$ cat src/msd_pkg.sv
/*
  Constants, register map and types for the motor stall detector.
  Assumes an APB master on pclk and a measurement engine that supplies
  a fresh load value together with a full-step strobe.
*/
// How it works
// RL1: stall flag when value below doubled threshold
// RL2: pulse fault output when value falls below
// RL3: pulses only in quiet chopper, threshold >= interval
// RL4: load value refreshed once per full step
// RL5: larger threshold means higher stall sensitivity
// RL6: smaller value means heavier load
// RL7: controller stops motor on single pulse
// RL8: controller starts tuning at half lowest value
// RL9: controller keeps current fixed after tuning
// RL10: load value is ten bit unsigned
// RL11: velocity threshold is lower limit versus interval
// RL12: at most one fixed-length pulse per update
package msd_pkg;
  // Widths
  localparam int LOAD_W   = 10;
  localparam int THR_W    = 8;
  localparam int MEASURED_STEP_INTERVAL_W  = 20;
  // Register byte offsets
  localparam logic [11:0] OFS_CTRL   = 12'h000;
  localparam logic [11:0] OFS_THRS   = 12'h004;
  localparam logic [11:0] OFS_VTHRS  = 12'h008;
  localparam logic [11:0] OFS_LOAD   = 12'h00c;
  localparam logic [11:0] OFS_MEASURED_STEP_INTERVAL  = 12'h010;
  localparam logic [11:0] OFS_STATUS = 12'h014;
  localparam logic [11:0] OFS_IRQST  = 12'h018;
  localparam logic [11:0] OFS_IRQMSK = 12'h01c;
  // Field positions
  localparam int CTRL_QUIET_BIT = 0;
  localparam int ST_STALL_BIT   = 0;
  localparam int ST_GATE_BIT    = 1;
  localparam int IRQ_STALL_BIT  = 0;
  localparam int IRQ_UPD_BIT    = 1;
  localparam int IRQ_W          = 2;
  // Reset values
  localparam logic [THR_W-1:0]   THRS_RST  = 8'h00;
  localparam logic [MEASURED_STEP_INTERVAL_W-1:0] VTHRS_RST = 20'h00000;
  localparam logic [LOAD_W-1:0]  LOAD_RST  = 10'h3ff;
  // Pulse timing: printed time in ns, cycles derived from 50 ns clock
  localparam int PCLK_NS       = 50;
  localparam int PULSE_NS      = 200;
  localparam int PULSE_CYC_INT = (PULSE_NS + PCLK_NS - 1) / PCLK_NS;
  localparam logic [3:0] PULSE_CYC = 4'(PULSE_CYC_INT);
  // Pulse shaper states
  typedef enum logic [0:0] {
    MSD_IDLE  = 1'b0,
    MSD_PULSE = 1'b1
  } msd_state_t;
endpackage

$ cat src/msd_top.sv
/*
  Stall detector: compares the per-step load value with twice a
  programmable threshold and pulses the fault event output.
  Assumes load_measurement_value and full_step are driven by the
  measurement engine on pclk; the measured_step_interval velocity input comes from
  the driver core on pclk. APB slave with zero wait states.
*/
`timescale 1ns/1ps
module msd_top import msd_pkg::*; (
  // APB
  input  wire logic        pclk,
  input  wire logic        presetn,
  input  wire logic        psel,
  input  wire logic        penable,
  input  wire logic        pwrite,
  input  wire logic [11:0] paddr,
  input  wire logic [31:0] pwdata,
  output logic [31:0]      prdata,
  output logic             pready,
  output logic             pslverr,
  // Measurement engine
  input  wire logic [LOAD_W-1:0]  load_in,
  input  wire logic               full_step,
  input  wire logic [MEASURED_STEP_INTERVAL_W-1:0] measured_step_interval,
  // Outputs
  output logic             fault_event_output,
  output logic             stall_flag,
  output logic             irq
);
  logic [THR_W-1:0]   stall_threshold_reg;
  logic [MEASURED_STEP_INTERVAL_W-1:0] vthrs_reg;
  logic               quiet_reg;
  logic [LOAD_W-1:0]  load_measurement_value_reg;
  logic               upd_reg;
  logic               stall_reg;
  logic [IRQ_W-1:0]   irq_st_reg, irq_msk_reg;
  logic [31:0]        prdata_reg;

  // Bus decode
  wire acc    = psel & penable;
  wire wr     = acc & pwrite;
  wire rd     = acc & ~pwrite;
  wire hit_ct = (paddr == OFS_CTRL);
  wire hit_th = (paddr == OFS_THRS);
  wire hit_vt = (paddr == OFS_VTHRS);
  wire hit_ld = (paddr == OFS_LOAD);
  wire hit_ts = (paddr == OFS_MEASURED_STEP_INTERVAL);
  wire hit_st = (paddr == OFS_STATUS);
  wire hit_iq = (paddr == OFS_IRQST);
  wire hit_mk = (paddr == OFS_IRQMSK);
  wire mapped = hit_ct | hit_th | hit_vt | hit_ld | hit_ts | hit_st | hit_iq | hit_mk;

  // Doubled threshold; larger setting trips earlier, i.e. more sensitive [RL1] [RL5]
  wire [LOAD_W-1:0] thr_x2   = {1'b0, stall_threshold_reg, 1'b0};
  // Small value is heavy load, so below means stall [RL1] [RL6]
  wire              below    = (load_measurement_value_reg < thr_x2);
  // Velocity threshold acts as a lower speed limit [RL3] [RL11]
  wire              gate     = quiet_reg & (vthrs_reg >= measured_step_interval);
  // One request per fresh value only [RL2] [RL12]
  wire              trig     = upd_reg & below & gate;
  wire [IRQ_W-1:0]  irq_ev   = {upd_reg, trig};

  // Read mux
  wire [31:0] rd_val =
      hit_ct ? {31'h0, quiet_reg} :
      hit_th ? {24'h0, stall_threshold_reg} :
      hit_vt ? {12'h0, vthrs_reg} :
      hit_ld ? {22'h0, load_measurement_value_reg} :   // [RL10]
      hit_ts ? {12'h0, measured_step_interval} :
      hit_st ? {30'h0, gate, below} :
      hit_iq ? {30'h0, irq_st_reg} :
      hit_mk ? {30'h0, irq_msk_reg} : 32'h0;

  assign pready  = 1'b1;
  assign pslverr = acc & ~mapped;
  assign prdata  = prdata_reg;
  assign irq     = |(irq_st_reg & irq_msk_reg);

  // Configuration registers written by software
  always_ff @(posedge pclk or negedge presetn) begin
    if (!presetn) begin
      stall_threshold_reg <= THRS_RST;
      vthrs_reg           <= VTHRS_RST;
      quiet_reg           <= 1'b0;
      irq_msk_reg         <= '0;
    end else if (wr) begin
      if (hit_ct) quiet_reg           <= pwdata[CTRL_QUIET_BIT];
      if (hit_th) stall_threshold_reg <= pwdata[THR_W-1:0];
      if (hit_vt) vthrs_reg           <= pwdata[MEASURED_STEP_INTERVAL_W-1:0];
      if (hit_mk) irq_msk_reg         <= pwdata[IRQ_W-1:0];
    end
  end

  // Load value sampled only on a full step, held in between [RL4]
  always_ff @(posedge pclk or negedge presetn) begin
    if (!presetn) begin
      load_measurement_value_reg <= LOAD_RST;
      upd_reg                    <= 1'b0;
    end else begin
      if (full_step) load_measurement_value_reg <= load_in;
      upd_reg <= full_step;
    end
  end

  // Stall flag follows the comparison of the held value [RL1]
  always_ff @(posedge pclk or negedge presetn) begin
    if (!presetn) stall_reg <= 1'b0;
    else          stall_reg <= below;
  end
  assign stall_flag = stall_reg;

  // Sticky events; a read clears only the bits it returned, so an event
  // landing between setup and access is kept, and a new event wins
  wire [IRQ_W-1:0] irq_clr = (rd & hit_iq) ? prdata_reg[IRQ_W-1:0] : '0;
  always_ff @(posedge pclk or negedge presetn) begin
    if (!presetn) irq_st_reg <= '0;
    else          irq_st_reg <= (irq_st_reg & ~irq_clr) | irq_ev;
  end

  // Read data captured during the setup phase
  always_ff @(posedge pclk or negedge presetn) begin
    if (!presetn)             prdata_reg <= 32'h0;
    else if (psel & ~penable) prdata_reg <= rd_val;
  end

  // Pulse shaping toward the motion controller [RL2] [RL12]
  msd_pulse u_pulse (
    .pclk    (pclk),
    .presetn (presetn),
    .trig    (trig),
    .pulse   (fault_event_output)
  );
endmodule // msd_top

$ cat src/msd_pulse.sv
/*
  Fixed-length pulse shaper for the fault event output.
  Assumes trig comes from logic on pclk, one cycle per request.
*/
`timescale 1ns/1ps
module msd_pulse import msd_pkg::*; (
  // Clock and reset
  input  wire logic pclk,
  input  wire logic presetn,
  // Request and pulse
  input  wire logic trig,
  output logic      pulse
);
  msd_state_t state_reg, state_next;
  logic [3:0] cnt_reg, cnt_next;
  wire        last = (cnt_reg == 4'h1);

  // Counts the pulse out; a trigger during a pulse is dropped [RL12]
  always_comb begin
    state_next = state_reg;
    cnt_next   = cnt_reg;
    case (state_reg)
      MSD_IDLE: begin
        if (trig) begin
          state_next = MSD_PULSE;
          cnt_next   = PULSE_CYC;
        end
      end
      MSD_PULSE: begin
        cnt_next = cnt_reg - 4'h1;
        if (last) state_next = MSD_IDLE;
      end
      default: state_next = MSD_IDLE;
    endcase
  end

  always_ff @(posedge pclk or negedge presetn) begin
    if (!presetn) begin
      state_reg <= MSD_IDLE;
      cnt_reg   <= 4'h0;
      pulse     <= 1'b0;
    end else begin
      state_reg <= state_next;
      cnt_reg   <= cnt_next;
      pulse     <= (state_next == MSD_PULSE);
    end
  end
endmodule // msd_pulse

$ cat config.mk
export PLATFORM = sky130hd
export DESIGN_NAME = msd_top
export DESIGN_NICKNAME = d
export VERILOG_FILES = /design/src/msd_pkg.sv /design/src/msd_top.sv /design/src/msd_pulse.sv
export SDC_FILE = /design/constraint.sdc
export NUM_CORES = 1
export LEC_CHECK = 0
export BUFFER_PORTS_ARGS = -buffer_cell sky130_fd_sc_hd__buf_4
export CORE_MARGIN = 4
export CORE_UTILIZATION = 30
export CTS_CLUSTER_SIZE = 30
export DETAILED_ROUTE_END_ITERATION = 6
export GPL_TIMING_DRIVEN = 0
export RECOVER_POWER = 50
export SLEW_MARGIN = 0
export SYNTH_ARGS = -nofsm -noshare
export SYNTH_HDL_FRONTEND = slang
export SYNTH_SLANG_ARGS = --single-unit
$ cat constraint.sdc
create_clock -name pclk -period 5.6 [get_ports pclk]
set_input_delay 1.12 -clock pclk [delete_from_list [all_inputs] [get_ports pclk]]
set_output_delay 1.12 -clock pclk [all_outputs]
set_load 0.02 [all_outputs]
==> results of run 1 <==
[cell families (layout without fill, tap and decap cells)]
family,count (synthesis),after routing,synth area share
multiplexers,34,34,0.0949
other,2,13,0.00187
AND/OR/NAND/NOR,116,116,0.144
AO/OA/AOI/OAI,90,90,0.151
buffers and inverters,62,167,0.0791
flip-flops,70,70,0.439
adder cells (fa/ha/maj),29,29,0.0903
[power by group through the flow]
stage	Sequential [mW]	Clock (mW)	Combinational [mW]
5_1_grt	0.548	0.587	0.180
4_1_cts	0.546	0.559	0.165
2_1_floorplan	0.562	0	0.0670
3_5_place_dp	0.555	0	0.165
3_3_place_gp	0.554	0	0.163
6_report	0.546	0.545	0.163
[routing by layer]
| layer | part of all wire | global-route usage | vias up |
|---|---|---|---|
| met5 | 0 | 0 | - |
| met4 | 0.014 | 0.0408 | 0 |
| met3 | 0.073 | 0.0490 | 11 |
| met2 | 0.49 | 0.245 | 110 |
| met1 | 0.42 | 0.176 | 1547 |
| li1 | - | - | 1629 |
[cells in the mapped netlist (all sizes together) (2+ instances only)]
cell type	instances
mux2	33
nor2	38
o31ai	7
nand4	3
dfstp	10
conb	2
a21oi	28
a211o	3
buf	20
ha	29
nor4	2
a21o	4
o21ai	15
nor2b	4
nand2	37
clkbuf	12
a221oi	19
nand2b	7
or3	2
nor3	8
dfrtp	60
a22o	3
inv	30
nand3	9
a211oi	5
[worst paths after layout]
path,startpoint,to,slack (ns),cells after the start
worst max-delay path,paddr[7],pslverr,2.15,5
worst min-delay path,upd_reg$_DFF_PN0_,irq_st_reg[1]$_DFF_PN0_,0.47,1
worst max register to register,vthrs_reg[18]$_DFFE_PN0P_,u_pulse.cnt_reg[3]$_DFFE_PN0P_,3.23,7
worst min register to register,upd_reg$_DFF_PN0_,irq_st_reg[1]$_DFF_PN0_,0.47,1
max in group asynchronous,presetn,stall_flag$_DFF_PN0_,4.12,1
min in group asynchronous,presetn,vthrs_reg[18]$_DFFE_PN0P_,0.92,1
[layout make-up]
cell class,instances,area share
multi-input combinational,282,0.377
sequential,70,0.336
timing repair buffer,90,0.129
clock buffer,15,0.0549
tap,176,0.0420
buffer,32,0.0391
inverter,30,0.0215
[stage by stage]
step	power (mW)	hold WS (ns)	setup WS (ns)	instances	area, um^2
2_1_floorplan	0.629	0.428	2.41	414	4060
3_3_place_gp	0.716	0.454	2.15	680	4960
3_5_place_dp	0.719	0.468	2.14	680	4960
4_1_cts	1.27	0.480	2.14	695	5250
5_1_grt	1.32	0.490	2.11	695	5250
6_report	1.25	0.473	2.15	695	5250
[worst max-delay path, stage by stage]
cell and delay [ns]:
buf_4 0.11, or4_4 0.56, nor3_4 0.29, nor2_1 0.09, buf_4 0.16
==> results.cfg, run 1 <==
[final_layout]
final_core_utilization = 0.398
nets = 624
mostFrequentLayoutCells = buf_4, dfrtp_1, nand2_1, nor2_1, mux2_2
sequential_cell_area_um2 = 1760
combined_area_of_the_multi_input_logic_cells_um2 = 1980
fillerInstances = 1322
leading_cell_type_in_the_layout_fill_and_taps_excluded = buf_4
diodes = 0
drive_gt1_frac = 0.331
areaGrowthSynthToFinish_pct = 30.5

[place]
buffer_ports.inserted = 90
globalplace.congestion = 0.843
dp_hpwl_um = 8480

[worst_setup_path]
critPathArrivalTime_ns = 2.33
crit_path_max_fanout = 6
worst-endpoint-required_ns = 4.48
critical_path.endpoint_type = output port
worstSetupPathType = primary input to output port
timing.critical_path.from_type = primary input

[yosys]
async_flop_share = 1.00
post_synth_instance_area_um2 = 4020
synth-warning-count = 0
synth_enable_flop_cells = 0
synth_largest_area_cell = dfrtp_1
synth_top_cells_by_area = dfrtp_1, ha_1, mux2_2
ys_dominant_reg_cell = dfrtp_1
number_of_storage_elements_in_the_synthesis_netlist = 70
netlist.area_leader.share = 0.373
synth-seq-area-share = 0.439
syn-mean-instance-area_um2 = 9.98
number_of_distinct_library_cell_variants_in_the_gate_level_netlist_after_synthesis = 44
postSynthCellCount = 403

[timing]
final.setup_skew_ns = 0.00543
fin_tns_setup_ns = 0
max_freq_ghz = 0.290
timing.final.crit_period_ns = 3.45
timing_worst_slew_pin_value_ns = 0.880
setup_repair_after_global_routing_missed_its_margin = no
setup_viol_count_final = 0
maxSlewHeadroom = 0.413
slew_violations = 0
hold_violations = 0
final.period_utilization = 0.616

[floorplan]
cell_rows = 42
die-height_um = 124
die_width_um = 124
dieArea_um2 = 15300
initial_utilization = 0.305
core_um2 = 13200
ioPinCount = 117

[clock_network]
postCtsSetupRepairBufs = 0
cts_htree_levels = 3
cts_tree = built
cts_num_sinks = 70
ctsLongestPathBuffers = 2
clkTransAtPathRegs_ns = 0.05
ctsRootBufferMaster = clkbuf_16
ctsHoldBuffers = 0
tritoncts.num_buffers = 9
postCtsResizedCells = 0
insertion_delay_ns = 0.33

[drt]
postRouteWirelength_um = 10700
viasPerCell = 4.74
antenna_violating_nets_post_route = 0
vias = 3297
drt_pass1_iterations = 4
detail_route.drc_violations = 0
initialDrtViolationCount = 169
detail_route.wl_per_cell_um = 15.3

[grt]
overflow_left_after_global_routing = 0
grt_max_degree = 71
vias_in_the_first_global_route = 3461
grt_antenna_before_repair = 0
wire_length_of_the_first_global_routing_pass_um = 17000
grtUsageTotal = 0.145

[power]
p_leak_nw = 2.64
powerDensity_nw_per_um2 = 239
power_frac_seq = 0.435
irDropWorstVdd_mv = 0.125
cellInternalPower_uw = 953
total_switching_power_uw = 301
share_of_power_burned_in_combinational_logic = 0.130
power.switching_fraction = 0.240
pwr-share-clk = 0.435

[min_path]
hold_class = register to register

[flow_run]
max_cap_viol_count = 0

[run_status]
outcome = complete, no violations
Power figures use the tool's default switching activity.
==> run 2: changes to the inputs <==
--- a/config.mk
+++ b/config.mk
@@ -5,6 +5,7 @@
 export SDC_FILE = /design/constraint.sdc
 export NUM_CORES = 1
 export LEC_CHECK = 0
+export ABC_AREA = 1
 export BUFFER_PORTS_ARGS = -buffer_cell sky130_fd_sc_hd__buf_4
 export CORE_MARGIN = 4
 export CORE_UTILIZATION = 30
==> constraint.sdc (replaced) <==
create_clock -name pclk -period 2.9 [get_ports pclk]
set_input_delay 0.58 -clock pclk [delete_from_list [all_inputs] [get_ports pclk]]
set_output_delay 0.58 -clock pclk [all_outputs]
set_load 0.02 [all_outputs]
==> run 2 against run 1 <==
The run now ends with max-capacitance violations, max-slew violations left. Critical path depth rose by 4. Cell count rose by 18%. First-iteration DRC count fell by 22%.
==> results.cfg, run 2 <==
[run_status]
outcome = complete, but fails checks
violated_checks = max-capacitance violations, max-slew violations

[place]
place_ws_ns = 0.419
globalplace.congestion = 0.871
total_instance_count_after_detailed_placement = 804
buffer_ports.inserted = 91
dp_hpwl_um = 9020

[yosys]
number_of_distinct_library_cell_variants_in_the_gate_level_netlist_after_synthesis = 38
synth_compound_area_frac = 0.139
synth_xor_xnor_area_share = 0
synth.area.mux_share = 0.0356
synth_enable_flop_cells = 0
async_flop_share = 1.00
ys_dominant_reg_cell = dfrtp_1
syn-mean-instance-area_um2 = 8.08
synth-warning-count = 0
most_instantiated_library_cell_after_synthesis = nand2_1
post_synth_instance_area_um2 = 4220
yosys.area_share.simple = 0.204
ys_top_cells_by_count = nand2_1, inv_1, dfrtp_1
synth_top_cells_by_area = dfrtp_1, nand2_1, ha_1
postSynthCellCount = 522
netlist.area_leader.share = 0.356
number_of_storage_elements_in_the_synthesis_netlist = 70
synth_top_family_by_area = simple AND/OR/NAND/NOR gates
synthAdderAreaFrac = 0.0861
synth_largest_area_cell = dfrtp_1
synth-seq-area-share = 0.418

[floorplan]
dieArea_um2 = 16000
ioPinCount = 117
initial_utilization = 0.305
die-height_um = 127
core_um2 = 13800
cell_rows = 43
die_width_um = 127

[drt]
detail_route.drc_violations = 0
postRouteWirelength_um = 11800
antenna_violating_nets_post_route = 0
viasPerCell = 4.60
detail_route.wl_per_cell_um = 14.4
vias = 3771
initialDrtViolationCount = 132
drt_pass1_iterations = 4

[power]
irDropWorstVdd_mv = 0.222
pwr-share-clk = 0.524
p_leak_nw = 2.94
cellInternalPower_mw = 2.06
total_switching_power_uw = 589
power_frac_seq = 0.382
share_of_power_burned_in_combinational_logic = 0.094
power.switching_fraction = 0.223
powerDensity_nw_per_um2 = 479

[final_layout]
layout.cells.non_filler = 820
drive_gt1_frac = 0.258
final_core_utilization = 0.400
mostFrequentLayoutCells = nand2_1, buf_4, inv_1, dfrtp_1, o21ai_0
diodes = 0
leading_cell_type_in_the_layout_fill_and_taps_excluded = nand2_1
areaGrowthSynthToFinish_pct = 31.0
nets = 744

[clock_network]
tritoncts.num_buffers = 9
cts_tree = built
cts_num_sinks = 70
ctsRootBufferMaster = clkbuf_16
insertion_delay_ns = 0.35
clkTransAtPathRegs_ns = 0.06
postCtsSetupRepairBufs = 0
postCtsResizedCells = 0
ctsHoldBuffers = 0
ctsLongestPathBuffers = 2
cts_htree_levels = 3

[timing]
final.setup_skew_ns = 0.00944
setup_repair_after_global_routing_missed_its_margin = no
timing.final.crit_period_ns = 2.50
finalWorstSetupSlack_ns = 0.401
final.period_utilization = 0.862
hold_violations = 0
maxSlewHeadroom = -0.200
timing_worst_slew_pin_value_ns = 1.80
slew_violations = 71
fin_tns_setup_ns = 0
setup_viol_count_final = 0
max_freq_ghz = 0.400

[worst_setup_path]
critical_path.endpoint_type = output port
crit_end = pslverr
top_cell_by_count_worst_path = buf_4
worst-r2r-setup-slack_ns = 0.78
crit_path_max_fanout = 10
critical_path.reg2reg.endpoint = u_pulse.cnt_reg[0]$_DFFE_PN0P_
crit-reg2reg-launch = vthrs_reg[19]$_DFFE_PN0P_
max_stage_delay_ns = 0.34
worstSetupPathType = primary input to output port
critical_path_cell_list = buf_4, nor2_1, nand3_1, inv_1, nand2_1, buf_2, o211ai_1, nor3_1, buf_4
timing.critical_path.from_type = primary input
startpoint = paddr[1]
critical-path-slowest-cell = nor2_1
worst-endpoint-required_ns = 2.32
critPathArrivalTime_ns = 1.92
timing.reg2reg.worst_path_depth = 10

[grt]
grt_antenna_before_repair = 0
overflow_left_after_global_routing = 0
wire_length_of_the_first_global_routing_pass_um = 19300
vias_in_the_first_global_route = 3851
grtUsageTotal = 0.150
grt_max_degree = 71

[min_path]
hold_class = primary input to register

[flow_run]
max_cap_viol_count = 1
## run 2: cell count changes after synthesis, sizes merged, moves of 8 or more
| cell | delta |
|---|---|
| mux2 | -21 |
| o21ai | +34 |
| inv | +54 |
| nor2 | -9 |
| nand2 | +101 |
| o221ai | +8 |
| o22ai | +8 |
| nor3 | +9 |
| a221oi | -19 |
## run 2: power groups by stage
stage	Clock, mW	Combinational [mW]	Sequential, mW
2_1_floorplan	0	0.118	1.03
3_3_place_gp	0	0.250	1.03
3_5_place_dp	0	0.254	1.03
4_1_cts	1.40	0.255	1.01
5_1_grt	1.45	0.282	1.01
6_report	1.39	0.249	1.01
## run 2: critical path, delay by kind of cell
kind / cells / cell delay [ns]
AND/OR/NAND/NOR: 4 / 0.61
buffers and inverters: 4 / 0.60
AO/OA/AOI/OAI: 1 / 0.14
## run 2: cells by family (layout without fill, tap and decap cells)
kind of cell | count (synthesis) | in the layout
muxes | 12 | 12
buffers and inverters | 110 | 217
DFF | 70 | 70
AOI/OAI and AO/OA | 97 | 97
other | 2 | 13
and+or+nand+nor | 202 | 202
adders and majority gates | 29 | 29
## run 2: metrics by stage
stage          area [um^2]  power [mW]  hold WS, ns
6_report              5520        2.65        0.379
5_1_grt               5520        2.75        0.387
4_1_cts               5540        2.67        0.354
3_5_place_dp          5170        1.28        0.463
3_3_place_gp          5170        1.28        0.460
2_1_floorplan         4260        1.15        0.284
## run 2: layout make-up
type                    count  area [um^2]
clock buffers              10          239
repair buffers             91          677
well taps                 180          225
fillers                  1429         8300
clock inverters             6          133
plain buffers              26          170
multi-input cells         353         2000
flip-flops and latches     70         1760
inverters                  84          315
## run 2: worst min path at each step
stage / startpoint / depth (start not counted) / endpoint
CTS: full_step / 1 / upd_reg$_DFF_PN0_
finish: full_step / 1 / upd_reg$_DFF_PN0_
global placement: upd_reg$_DFF_PN0_ / 2 / irq_st_reg[1]$_DFF_PN0_
floorplan: presetn / 0 / irq_msk_reg[0]$_DFFE_PN0P_
detailed placement: upd_reg$_DFF_PN0_ / 2 / irq_st_reg[1]$_DFF_PN0_
global route: full_step / 1 / upd_reg$_DFF_PN0_
## run 2: routing by layer
| metal | track usage | routed length [um] | vias to the layer above |
|---|---|---|---|
| li1 | - | - | 1899 |
| met1 | 0.208 | 5600 | 1745 |
| met2 | 0.230 | 5320 | 108 |
| met3 | 0.0269 | 679 | 19 |
| met4 | 0.0669 | 238 | 0 |
| met5 | 0 | 0 | - |
==> run 3: changes to the inputs <==
==> constraint.sdc (replaced) <==
create_clock -name pclk -period 2.9 [get_ports pclk]
set_input_delay 0 -clock pclk [delete_from_list [all_inputs] [get_ports pclk]]
set_output_delay 0 -clock pclk [all_outputs]
set_load 0.02 [all_outputs]
==> run 3 against run 2 <==
The flow still finishes with violations (max-capacitance violations, max-slew violations). Via count grew 2.8%. Critical path depth grew 1. Clock skew is 0.00087 ns lower. Highest routed layer unchanged. Combinational power increased by 12%. Sequential cell count stayed put. Die area is the same. Register-to-register slack about the same. Fmax grew 18%. Global-route usage rose by 0.25 points. Cell count is 3.9% higher.
==> results.cfg, run 3 (synthesis results as in run 2) <==
[run_status]
outcome = complete, but fails checks
violated_checks = max-capacitance violations, max-slew violations

[timing]
max_freq_ghz = 0.471
timing.final.crit_period_ns = 2.12
final.period_utilization = 0.732
slew_violations = 71
setup_viol_count_final = 0
final.setup_skew_ns = 0.00857
fin_tns_setup_ns = 0
setup_repair_after_global_routing_missed_its_margin = no
finalWorstSetupSlack_ns = 0.778
timing_worst_slew_pin_value_ns = 1.79
hold_violations = 0
worst_hold_slack_ns = 0.0464
maxSlewHeadroom = -0.192

[worst_setup_path]
critical_path.endpoint_type = register
critical-path-slowest-cell = dfrtp_1
top_cell_by_count_worst_path = nand2_1
max_stage_delay_ns = 0.39
crit_path_max_fanout = 4
worst-endpoint-required_ns = 3.11
critical_path_cell_list = ha_1, nand2_1, nor2_1, nand2_1, nor2_1, nand2_1, nand4_1, nand4_1, nand2_1, o21ai_0
crit-reg2reg-launch = vthrs_reg[19]$_DFFE_PN0P_
timing.reg2reg.worst_path_depth = 10
worstSetupPathType = register to register
critPathArrivalTime_ns = 2.33
worst-r2r-setup-slack_ns = 0.78
timing.critical_path.from_type = register
critical_path.reg2reg.endpoint = u_pulse.cnt_reg[0]$_DFFE_PN0P_

[flow_run]
max_cap_viol_count = 1

[grt]
overflow_left_after_global_routing = 0
grt_antenna_before_repair = 0
grt_max_degree = 71
wire_length_of_the_first_global_routing_pass_um = 19600
vias_in_the_first_global_route = 3928
grtUsageTotal = 0.153

[power]
power_frac_seq = 0.379
power_mw = 2.67
total_switching_power_uw = 585
p_leak_nw = 2.98
pwr-share-clk = 0.517
powerDensity_nw_per_um2 = 465
share_of_power_burned_in_combinational_logic = 0.104
cellInternalPower_mw = 2.08
irDropWorstVdd_mv = 0.213
power.switching_fraction = 0.219

[drt]
detail_route.wl_per_cell_um = 14.0
viasPerCell = 4.55
initialDrtViolationCount = 186
drt_pass1_iterations = 4
antenna_violating_nets_post_route = 0
vias = 3876
postRouteWirelength_um = 11900
detail_route.drc_violations = 0

[clock_network]
insertion_delay_ns = 0.34
cts_tree = built
cts_htree_levels = 3
ctsLongestPathBuffers = 2
ctsRootBufferMaster = clkbuf_16
clkTransAtPathRegs_ns = 0.06
tritoncts.num_buffers = 9
cts_num_sinks = 70

[final_layout]
fillerInstances = 1432
diodes = 0
final_area_um2 = 5730
leading_cell_type_in_the_layout_fill_and_taps_excluded = nand2_1
nets = 776
drive_gt1_frac = 0.207
mostFrequentLayoutCells = nand2_1, inv_1, buf_4, dfrtp_1, dlygate4sd3_1
areaGrowthSynthToFinish_pct = 36.0
final_core_utilization = 0.415
layout.cells.non_filler = 852

[place]
globalplace.congestion = 0.871
placed_area_um2 = 5170
place_ws_ns = 0.859
buffer_ports.inserted = 91
total_instance_count_after_detailed_placement = 804
dp_hpwl_um = 9020

[floorplan]
dieArea_um2 = 16000
core_um2 = 13800
ioPinCount = 117
cell_rows = 43
die_width_um = 127
die-height_um = 127
initial_utilization = 0.305

[min_path]
hold_class = primary input to register
timing.hold.worst_endpoint = prdata[9]$_DFFE_PN0P_
hold_path_startpoint = penable
worst_hold_path.num_cells = 4
run 3: metal layers:
| layer | GRT usage | vias up | share of wire |
|---|---|---|---|
| met1 | 0.209 | 1786 | 0.47 |
| met2 | 0.239 | 116 | 0.46 |
| li1 | - | 1960 | - |
| met4 | 0.0644 | 0 | 0.016 |
| met5 | 0 | - | 0 |
| met3 | 0.0257 | 14 | 0.055 |
run 3: repair_timing:
item	4_1_cts	5_1_grt
hold endpoints to repair	96	0
buffers inserted	0	0
endpoints found under the setup margin	0	0
gates resized for setup	0	0
hold buffers	32	0
run 3: area by class of cell:
type | instances | area (um^2) | area share
Buffer | 26 | 170 | 0.0297
Timing Repair Buffer | 123 | 915 | 0.160
Clock buffer | 10 | 239 | 0.0417
Tap cell | 180 | 225 | 0.0393
Sequential cell | 70 | 1760 | 0.308
Clock inverter | 6 | 133 | 0.0231
Inverter | 84 | 315 | 0.0550
Multi-Input combinational cell | 353 | 1970 | 0.344
run 3: power groups by stage:
stage               Sequential (mW)  Combinational, mW  Clock [mW]
detailed placement             1.03              0.254           0
finish                         1.01              0.279        1.38
floorplan                      1.03              0.118           0
global placement               1.03              0.250           0
global route                   1.01              0.314        1.45
CTS                            1.01              0.290        1.40
run 3: worst max path at each step:
stage	startpoint	end	depth (start not counted)
CTS	vthrs_reg[19]$_DFFE_PN0P_	u_pulse.cnt_reg[0]$_DFFE_PN0P_	10
global route	vthrs_reg[19]$_DFFE_PN0P_	u_pulse.cnt_reg[0]$_DFFE_PN0P_	10
global placement	vthrs_reg[19]$_DFFE_PN0P_	u_pulse.cnt_reg[0]$_DFFE_PN0P_	10
finish	vthrs_reg[19]$_DFFE_PN0P_	u_pulse.cnt_reg[0]$_DFFE_PN0P_	10
floorplan	load_measurement_value_reg[7]$_DFFE_PN1P_	u_pulse.cnt_reg[0]$_DFFE_PN0P_	9
detailed placement	vthrs_reg[19]$_DFFE_PN0P_	u_pulse.cnt_reg[0]$_DFFE_PN0P_	10
run 3: critical path, delay by kind of cell, from the launching register on:
family	cells	cell delay (ns)
AOI/OAI and AO/OA	1	0.11
DFF	1	0.39
adders and majority gates	1	0.30
and+or+nand+nor	8	1.21
